$ cat config.mk
export PLATFORM = sky130hd
export DESIGN_NAME = gcd_config_regs
export DESIGN_NICKNAME = d
export VERILOG_FILES = /design/src/rtl/gcd_pkg.sv /design/src/rtl/gcd_config_regs.sv /design/src/rtl/gcd_event_counter.sv
export SDC_FILE = /design/constraint.sdc
export NUM_CORES = 1
export LEC_CHECK = 0
export ABC_CLOCK_PERIOD_IN_PS = 2570
export CAP_MARGIN = 25
export CORE_MARGIN = 1.5
export CORE_UTILIZATION = 50
export DETAILED_ROUTE_END_ITERATION = 8
export DONT_BUFFER_PORTS = 1
export SLEW_MARGIN = 20
export SYNTH_ARGS = -nofsm -noshare
export SYNTH_HDL_FRONTEND = slang
export SYNTH_SLANG_ARGS = --single-unit
$ cat constraint.sdc
create_clock -name i_mclk -period 2.57 [get_ports i_mclk]
set_input_delay 0.3855 -clock i_mclk [delete_from_list [all_inputs] [get_ports i_mclk]]
set_output_delay 0.3855 -clock i_mclk [all_outputs]
set_load 0.005 [all_outputs]
$ cat src/rtl/gcd_pkg.sv
// constants, field layout and carrier types for the gain / chop / detect register bank
// assumes one clock domain; APB data 32 bits, registers 16 bits in the low half
package gcd_pkg;

    localparam int DATA_W = 32;
    localparam int ADDR_W = 8;
    localparam int REG_W = 16;

    // printed word indices; byte address is four times the index
    localparam int GAIN_IDX = 4;
    localparam int SPARE_IDX = 5;
    localparam int CFG_IDX = 6;
    localparam logic [ADDR_W-1:0] GAIN_ADDR = 8'(GAIN_IDX * 4);
    localparam logic [ADDR_W-1:0] SPARE_ADDR = 8'(SPARE_IDX * 4);
    localparam logic [ADDR_W-1:0] CFG_ADDR = 8'(CFG_IDX * 4);

    localparam logic [REG_W-1:0] GAIN_RST = 16'h0000;
    localparam logic [REG_W-1:0] SPARE_RST = 16'h0000;
    localparam logic [REG_W-1:0] CFG_RST = 16'h0600;

    // gain register fields
    localparam int GAIN_CODE_W = 3;
    localparam int CH3_LSB = 12;
    localparam int CH2_LSB = 8;
    localparam int CH1_LSB = 4;
    localparam int CH0_LSB = 0;
    localparam int NUM_CH = 4;

    // chop and detect register fields
    localparam int DLY_LSB = 9;
    localparam int DLY_W = 4;
    localparam int CHOP_EN_BIT = 8;
    localparam int ALL_BIT = 7;
    localparam int HIT_LSB = 4;
    localparam int HIT_CODE_W = 3;
    localparam int LEN_LSB = 1;
    localparam int LEN_CODE_W = 3;
    localparam int DET_EN_BIT = 0;

    // decoded widths and bases
    localparam int FACTOR_W = 8;
    localparam int SETTLE_W = 17;
    localparam int WINDOW_W = 12;
    localparam logic [FACTOR_W-1:0] FACTOR_ONE = 8'h01;
    localparam logic [SETTLE_W-1:0] SETTLE_BASE = 17'h00002;

    // detect window lengths in conversion periods
    localparam logic [WINDOW_W-1:0] WIN_0 = 12'h080;
    localparam logic [WINDOW_W-1:0] WIN_1 = 12'h100;
    localparam logic [WINDOW_W-1:0] WIN_2 = 12'h200;
    localparam logic [WINDOW_W-1:0] WIN_3 = 12'h300;
    localparam logic [WINDOW_W-1:0] WIN_4 = 12'h500;
    localparam logic [WINDOW_W-1:0] WIN_5 = 12'h700;
    localparam logic [WINDOW_W-1:0] WIN_6 = 12'ha00;
    localparam logic [WINDOW_W-1:0] WIN_7 = 12'he00;

    typedef struct packed {
        logic psel;
        logic penable;
        logic pwrite;
        logic [ADDR_W-1:0] paddr;
        logic [DATA_W-1:0] pwdata;
        logic [3:0] pstrb;
    } gcd_apb_req_t;

    typedef struct packed {
        logic [NUM_CH-1:0][GAIN_CODE_W-1:0] gain_code;
        logic [NUM_CH-1:0][FACTOR_W-1:0] gain_factor;
        logic chop_enable;
        logic [SETTLE_W-1:0] chop_settle_delay;
        logic detect_mode_enable;
        logic detect_require_all;
        logic [FACTOR_W-1:0] detect_hit_count;
        logic [WINDOW_W-1:0] detect_window_length;
    } gcd_cfg_t;

    typedef enum logic [1:0] {CHOP_OFF, CHOP_SETTLE, CHOP_MEASURE} gcd_chop_state_t;
    typedef enum logic {DET_OFF, DET_MEASURE} gcd_det_state_t;

endpackage
$ cat src/rtl/gcd_config_regs.sv
// gain, spare and chop/detect configuration words behind an APB slave,
// plus the chop settling sequencer and current-detect evaluator they steer
// assumes tick, strobe and comparator inputs come from logic on i_mclk
//
// Chosen here: register access over APB.
module gcd_config_regs
    import gcd_pkg::*;
(
    input wire logic i_mclk,
    input wire logic i_rst_n,
    input wire gcd_apb_req_t i_apb,
    output logic o_pready,
    output logic [DATA_W-1:0] o_prdata,
    output logic o_pslverr,
    input wire logic i_mod_tick,
    input wire logic i_chop_start,
    input wire logic i_conv_strobe,
    input wire logic [NUM_CH-1:0] i_ch_over,
    output gcd_cfg_t o_cfg,
    output logic o_chop_settled,
    output logic o_detect_pulse,
    output logic o_detect_seen
);

    function automatic logic [FACTOR_W-1:0] pow2_code(input logic [GAIN_CODE_W-1:0] code);
        pow2_code = FACTOR_ONE << code;
    endfunction

    function automatic logic [REG_W-1:0] merge_lanes(input logic [REG_W-1:0] old_val,
                                                     input logic [REG_W-1:0] new_val,
                                                     input logic [REG_W-1:0] mask);
        merge_lanes = (old_val & ~mask) | (new_val & mask);
    endfunction

    function automatic logic [WINDOW_W-1:0] window_len(input logic [LEN_CODE_W-1:0] code);
        logic [WINDOW_W-1:0] len;
        len = WIN_0;
        unique case (code)
            3'h0: len = WIN_0;
            3'h1: len = WIN_1;
            3'h2: len = WIN_2;
            3'h3: len = WIN_3;
            3'h4: len = WIN_4;
            3'h5: len = WIN_5;
            3'h6: len = WIN_6;
            3'h7: len = WIN_7;
        endcase
        window_len = len;
    endfunction

    logic [REG_W-1:0] gain_reg;
    logic [REG_W-1:0] spare_reg;
    logic [REG_W-1:0] cfg_reg;
    logic [REG_W-1:0] next_gain;
    logic [REG_W-1:0] next_spare;
    logic [REG_W-1:0] next_cfg;
    logic [REG_W-1:0] lane_mask;
    logic [REG_W-1:0] rd_mux;
    logic [DATA_W-1:0] prdata;
    logic err_q;

    logic setup_ph;
    logic access_ph;
    logic sel_gain;
    logic sel_spare;
    logic sel_cfg;
    logic addr_hit;
    logic wr_en;
    logic cfg_written;

    // bus decode
    assign setup_ph = i_apb.psel & ~i_apb.penable;
    assign access_ph = i_apb.psel & i_apb.penable;
    assign sel_gain = (i_apb.paddr == GAIN_ADDR);
    assign sel_spare = (i_apb.paddr == SPARE_ADDR);
    assign sel_cfg = (i_apb.paddr == CFG_ADDR);
    assign addr_hit = sel_gain | sel_spare | sel_cfg;
    // zero wait states: the write lands at the single access edge
    assign wr_en = access_ph & i_apb.pwrite & addr_hit;
    assign cfg_written = wr_en & sel_cfg;

    // only the low two byte lanes carry register bits; upper strobes are ignored
    assign lane_mask = {{8{i_apb.pstrb[1]}}, {8{i_apb.pstrb[0]}}};
    assign next_gain = merge_lanes(gain_reg, i_apb.pwdata[REG_W-1:0], lane_mask);
    assign next_spare = merge_lanes(spare_reg, i_apb.pwdata[REG_W-1:0], lane_mask);
    assign next_cfg = merge_lanes(cfg_reg, i_apb.pwdata[REG_W-1:0], lane_mask);

    assign rd_mux = sel_gain ? gain_reg :
                    sel_spare ? spare_reg :
                    sel_cfg ? cfg_reg : '0;

    always_ff @(posedge i_mclk or negedge i_rst_n) begin
        if (!i_rst_n) begin
            gain_reg <= GAIN_RST;
        end else if (wr_en && sel_gain) begin
            gain_reg <= next_gain;
        end
    end

    always_ff @(posedge i_mclk or negedge i_rst_n) begin
        if (!i_rst_n) begin
            spare_reg <= SPARE_RST;
        end else if (wr_en && sel_spare) begin
            spare_reg <= next_spare;
        end
    end

    always_ff @(posedge i_mclk or negedge i_rst_n) begin
        if (!i_rst_n) begin
            cfg_reg <= CFG_RST;
        end else if (cfg_written) begin
            cfg_reg <= next_cfg;
        end
    end

    // read data sampled in setup, stable through access
    always_ff @(posedge i_mclk or negedge i_rst_n) begin
        if (!i_rst_n) begin
            prdata <= '0;
            err_q <= 1'b0;
        end else if (setup_ph) begin
            prdata <= {{(DATA_W-REG_W){1'b0}}, rd_mux};
            err_q <= ~addr_hit;
        end
    end

    assign o_pready = access_ph;
    assign o_prdata = prdata;
    // unmapped addresses: read zero, write dropped, error flagged
    assign o_pslverr = access_ph & err_q;

    // decoded configuration
    logic [LEN_CODE_W-1:0] len_code;
    logic [DLY_W-1:0] dly_code;
    logic [HIT_CODE_W-1:0] hit_code;

    assign len_code = cfg_reg[LEN_LSB +: LEN_CODE_W];
    assign dly_code = cfg_reg[DLY_LSB +: DLY_W];
    assign hit_code = cfg_reg[HIT_LSB +: HIT_CODE_W];

    assign o_cfg.gain_code[3] = gain_reg[CH3_LSB +: GAIN_CODE_W];
    assign o_cfg.gain_factor[3] = pow2_code(gain_reg[CH3_LSB +: GAIN_CODE_W]);
    assign o_cfg.gain_code[2] = gain_reg[CH2_LSB +: GAIN_CODE_W];
    assign o_cfg.gain_factor[2] = pow2_code(gain_reg[CH2_LSB +: GAIN_CODE_W]);
    assign o_cfg.gain_code[1] = gain_reg[CH1_LSB +: GAIN_CODE_W];
    assign o_cfg.gain_factor[1] = pow2_code(gain_reg[CH1_LSB +: GAIN_CODE_W]);
    assign o_cfg.gain_code[0] = gain_reg[CH0_LSB +: GAIN_CODE_W];
    assign o_cfg.gain_factor[0] = pow2_code(gain_reg[CH0_LSB +: GAIN_CODE_W]);
    assign o_cfg.chop_enable = cfg_reg[CHOP_EN_BIT];
    assign o_cfg.chop_settle_delay = SETTLE_BASE << dly_code;
    assign o_cfg.detect_mode_enable = cfg_reg[DET_EN_BIT];
    assign o_cfg.detect_require_all = cfg_reg[ALL_BIT];
    assign o_cfg.detect_hit_count = pow2_code(hit_code);
    assign o_cfg.detect_window_length = window_len(len_code);

    // chop settling sequencer
    gcd_chop_state_t chop_state;
    gcd_chop_state_t next_chop_state;
    logic chop_restart;
    logic settle_reached;
    logic chop_settled;

    // while chopping is enabled, each new chop phase, or any write of the config word, starts settling over
    assign chop_restart = o_cfg.chop_enable & (i_chop_start | cfg_written);

    always_comb begin
        next_chop_state = chop_state;
        unique case (chop_state)
            CHOP_OFF: begin
                if (chop_restart) begin
                    next_chop_state = CHOP_SETTLE;
                end
            end
            CHOP_SETTLE: begin
                if (chop_restart) begin
                    next_chop_state = CHOP_SETTLE;
                end else if (settle_reached) begin
                    next_chop_state = CHOP_MEASURE;
                end
            end
            CHOP_MEASURE: begin
                if (chop_restart) begin
                    next_chop_state = CHOP_SETTLE;
                end
            end
        endcase
        // disabled chopping holds the sequencer off
        if (!o_cfg.chop_enable) begin
            next_chop_state = CHOP_OFF;
        end
    end

    always_ff @(posedge i_mclk or negedge i_rst_n) begin
        if (!i_rst_n) begin
            chop_state <= CHOP_OFF;
            chop_settled <= 1'b0;
        end else begin
            chop_state <= next_chop_state;
            chop_settled <= (next_chop_state == CHOP_MEASURE);
        end
    end

    // count modulator periods up to the delay
    gcd_event_counter #(.W(SETTLE_W)) u_settle (
        .i_mclk(i_mclk),
        .i_rst_n(i_rst_n),
        .i_clear(chop_restart | (chop_state != CHOP_SETTLE)),
        .i_tick(i_mod_tick & (chop_state == CHOP_SETTLE) & ~chop_restart),
        .i_target(o_cfg.chop_settle_delay),
        .o_count(),
        .o_reached(settle_reached)
    );

    assign o_chop_settled = chop_settled;

    // current-detect evaluator
    gcd_det_state_t det_state;
    gcd_det_state_t next_det_state;
    logic conv_hit;
    logic window_done;
    logic det_clear;
    logic [WINDOW_W-1:0] hit_total;
    logic enough_hits;
    logic detect_pulse;
    logic detect_seen;

    // any channel or all channels over threshold
    assign conv_hit = o_cfg.detect_require_all ? (&i_ch_over) : (|i_ch_over);
    // compare hits against the needed count
    assign enough_hits = (hit_total >= WINDOW_W'(o_cfg.detect_hit_count));
    assign det_clear = (det_state == DET_OFF) | window_done | cfg_written;

    always_comb begin
        next_det_state = det_state;
        unique case (det_state)
            DET_OFF: begin
                if (o_cfg.detect_mode_enable) begin
                    next_det_state = DET_MEASURE;
                end
            end
            DET_MEASURE: begin
                next_det_state = DET_MEASURE;
            end
        endcase
        if (!o_cfg.detect_mode_enable) begin
            next_det_state = DET_OFF;
        end
    end

    gcd_event_counter #(.W(WINDOW_W)) u_window (
        .i_mclk(i_mclk),
        .i_rst_n(i_rst_n),
        .i_clear(det_clear),
        .i_tick(i_conv_strobe & (det_state == DET_MEASURE)),
        .i_target(o_cfg.detect_window_length),
        .o_count(),
        .o_reached(window_done)
    );

    // hits saturate rather than wrap over a long window
    gcd_event_counter #(.W(WINDOW_W)) u_hits (
        .i_mclk(i_mclk),
        .i_rst_n(i_rst_n),
        .i_clear(det_clear),
        .i_tick(i_conv_strobe & conv_hit & (det_state == DET_MEASURE)),
        .i_target(WINDOW_W'(o_cfg.detect_hit_count)),
        .o_count(hit_total),
        .o_reached()
    );

    always_ff @(posedge i_mclk or negedge i_rst_n) begin
        if (!i_rst_n) begin
            det_state <= DET_OFF;
            detect_pulse <= 1'b0;
            detect_seen <= 1'b0;
        end else begin
            det_state <= next_det_state;
            detect_pulse <= (det_state == DET_MEASURE) & window_done & enough_hits & ~cfg_written;
            if (!o_cfg.detect_mode_enable) begin
                detect_seen <= 1'b0;
            end else if ((det_state == DET_MEASURE) && window_done && !cfg_written) begin
                detect_seen <= enough_hits;
            end
        end
    end

    assign o_detect_pulse = detect_pulse;
    assign o_detect_seen = detect_seen;

endmodule

$ cat src/rtl/gcd_event_counter.sv
// counts tick events, saturating at all ones, and flags while the count is at or past the target
// assumes ticks are single-cycle pulses on the same clock
module gcd_event_counter
    import gcd_pkg::*;
#(
    parameter int W = 16
) (
    input wire logic i_mclk,
    input wire logic i_rst_n,
    input wire logic i_clear,
    input wire logic i_tick,
    input wire logic [W-1:0] i_target,
    output logic [W-1:0] o_count,
    output logic o_reached
);

    logic [W-1:0] count;
    logic [W-1:0] next_count;
    logic at_max;

    assign at_max = &count;
    // a tick in the clearing cycle starts the new run, so it is not lost
    assign next_count = i_clear ? W'(i_tick) :
                        (i_tick && !at_max) ? W'(count + 1'b1) : count;

    always_ff @(posedge i_mclk or negedge i_rst_n) begin
        if (!i_rst_n) begin
            count <= '0;
        end else begin
            count <= next_count;
        end
    end

    assign o_count = count;
    assign o_reached = (count >= i_target);

endmodule

==> flow_summary.ini <==
[global_route]
grt_pass1_wl_mm = 25.3
antenna_found_initial = 0
grt_max_degree = 113
overflow = 0
grt_pass1_vias = 4896
grt.total_usage_pct = 22.2

[yosys]
yosysWarnings = 0
ys_types = 60
synth_seq_cells = 112
synthArstFlopShare_pct = 100
synth_area_um2 = 6860
avgSynthCellArea_um2 = 9.58
synth.area.top_cells = dfrtp_1 (40%), mux2_2 (7.9%), ha_1 (6.2%)
seq_area_frac_synth_pct = 40.9
synth_edf_count = 0
synth_top_area_cell = dfrtp_1
synth_top_area_share_pct = 40.1
synth_ff_type = dfrtp_1
synthCells = 716

[layout]
layout-drive-gt1-share_pct = 15.1
antenna_cells = 0
area_delta_synth_final_pct = 4.36
final_cell_mix = dfrtp_1 (108), nand2_1 (67), mux2_2 (48), nor2_1 (48), inv_1 (40)
nets = 782
layout_commonest_cell = dfrtp_1

[routing]
first_pass_iters = 4
avgViaCountPerCell = 5.81
wirelength_mm = 15.5
avgRoutedWirePerCell_um = 17.7
drt_iter0_drc = 294
ant_nets = 0
drc = 0
vias = 5076

[critical_path]
rr_worst_depth = 8
crit_path_end_kind = register
reg2reg_slack_ns = 0.16
crit_arrival_ns = 2.69
path_class = reg -> reg
worstPathRequired_ns = 2.85
reg2reg_to = o_chop_settled
cp_max_fo = 6
start_kind = register

[timing]
hold_viol_final = 112
fin_ws_ns = 0.158
setup_viol = 0
fmax_mhz = 415
rsz0062_at_grt = no
slew_headroom_pct = 54.8
fin_setup_tns_ns = 0
report.final.slew_viol_count = 0
tightest_slew_ns = 0.677
holdWs_ns = -0.280
period_share_pct = 93.9
fin_crit_ns = 2.41
skew_ns = 0.00694

[power]
p_leak_nw = 3.44
p_total_w = 0.00334
power_density_nw_per_um2 = 467
ir_drop_v = 0.000325

[status]
outcome = finished with violations
violations = hold timing

[floorplanning]
num_rows = 42
core-area_um2 = 13300
fp.dieW_um = 120
initial_utilization_pct = 51.6
ios = 177
dieArea_um2 = 14400
die_h_um = 120

[clock_network]
clk_pin_slew_worst_paths_ns = 0.08
cts_setup_buffers = 0
cts.path.max_buffers = 2
clock_sinks = 112
insertion_delay_ns = 0.36
cts_buffers = 9
cts_tree = done
cts_root_buffer = clkbuf_16
htree_levels = 3

[placed_design]
port_buffers = 0
gp_congestion = 0.882
pre_cts_ws_ns = 0.0934
dp_hpwl_mm = 11.4

[flow_run]
max_cap_violations = 0

[worst_hold_path]
holdCritPathClass = in -> async
-- metrics by stage --
stage / hold WS (ns) / instance area [um2] / utilization, % / std cells
2_1_floorplan: 0.0899 / 6950 / - / 739
3_3_place_gp: 0.0935 / 6830 / 51.4 / 857
3_5_place_dp: 0.0941 / 6830 / 51.4 / 857
4_1_cts: -0.297 / 7140 / 53.7 / 873
5_1_grt: -0.304 / 7160 / 53.8 / 873
6_report: -0.280 / 7160 / 53.8 / 873
-- cells by family (layout without fill, tap and decap cells) --
group | count (synthesis) | count (layout) | share of synthesized area [%]
compound gates | 105 | 105 | 10.0
xor+xnor | 23 | 23 | 2.94
fa+ha+maj | 34 | 34 | 6.20
buf+inv | 113 | 71 | 8.68
flops | 112 | 112 | 40.9
mux | 67 | 67 | 10.7
other cells | 1 | 24 | 0.0547
simple gates | 261 | 261 | 20.6
-- how the worst max path moves through the flow --
stage          slack, ns                   to     start
6_report            0.16       o_chop_settled  register
5_1_grt            0.002       o_chop_settled  register
4_1_cts             0.07  u_window.o_count[3]  register
3_5_place_dp        0.09   u_hits.o_count[11]  register
3_3_place_gp        0.12  u_window.o_count[3]  register
2_1_floorplan       0.22    u_hits.o_count[0]  register
-- cells in the mapped netlist (2+ instances only) --
cell	count
o31ai_1	8
nor3_1	18
xor2_1	9
dfstp_2	2
and3_1	12
nand2_2	4
or2_2	3
o211ai_1	2
dfrtp_1	110
nor2_1	48
and2_1	4
a211oi_1	4
and4b_1	2
clkbuf_1	28
nor2b_1	7
nand2_1	67
nand3_1	25
xnor2_1	14
buf_4	41
and4_1	2
a22o_1	16
or4_1	7
buf_2	2
nand4_1	13
buf_6	2
nand4_2	2
mux2i_1	19
nor3b_1	15
o21ai_0	28
mux2_2	48
nand3b_1	2
ha_1	34
or3b_2	2
or3_1	4
nand2b_1	4
and3b_1	8
inv_1	40
a2111oi_0	6
a21o_1	4
a21oi_1	28
nor4_1	3
-- worst max-delay path, stage by stage, from the launching register on --
cell	delay, ns
dfrtp_1	0.45
nor2b_1	0.33
nand3_1	0.18
ha_1	0.35
nand4_1	0.11
a211oi_1	0.24
o311ai_0	0.25
a21o_1	0.25
a21oi_1	0.16
-- layout make-up --
class,instances,area [um2]
clock buffers,9,225
clock inverters,7,83.8
fillers,1227,6140
inverters,40,150
multi-input cells,514,3560
flip-flops and latches,112,2810
well taps,176,220
repair buffers,15,113
-- report_power, final --
group          internal [W]  switching (W)
logic             0.0000365      0.0000486
clock network      0.000777       0.000702
registers           0.00177      0.0000106
-- per-layer routing --
layer	part of all wire (%)	vias up	global-route usage, %
li1	-	2415	-
met5	0	-	0
met3	5.0	13	5.09
met4	0.97	0	5.21
met2	49	150	37.7
met1	45	2498	28.9
-- what timing repair did --
| item | CTS | global route |
|---|---|---|
| setup endpoints to repair | 0 | 21 |
| resized for setup | 0 | 6 |
| endpoints found under the hold margin | 112 | 112 |
Power figures use the tool's default switching activity.
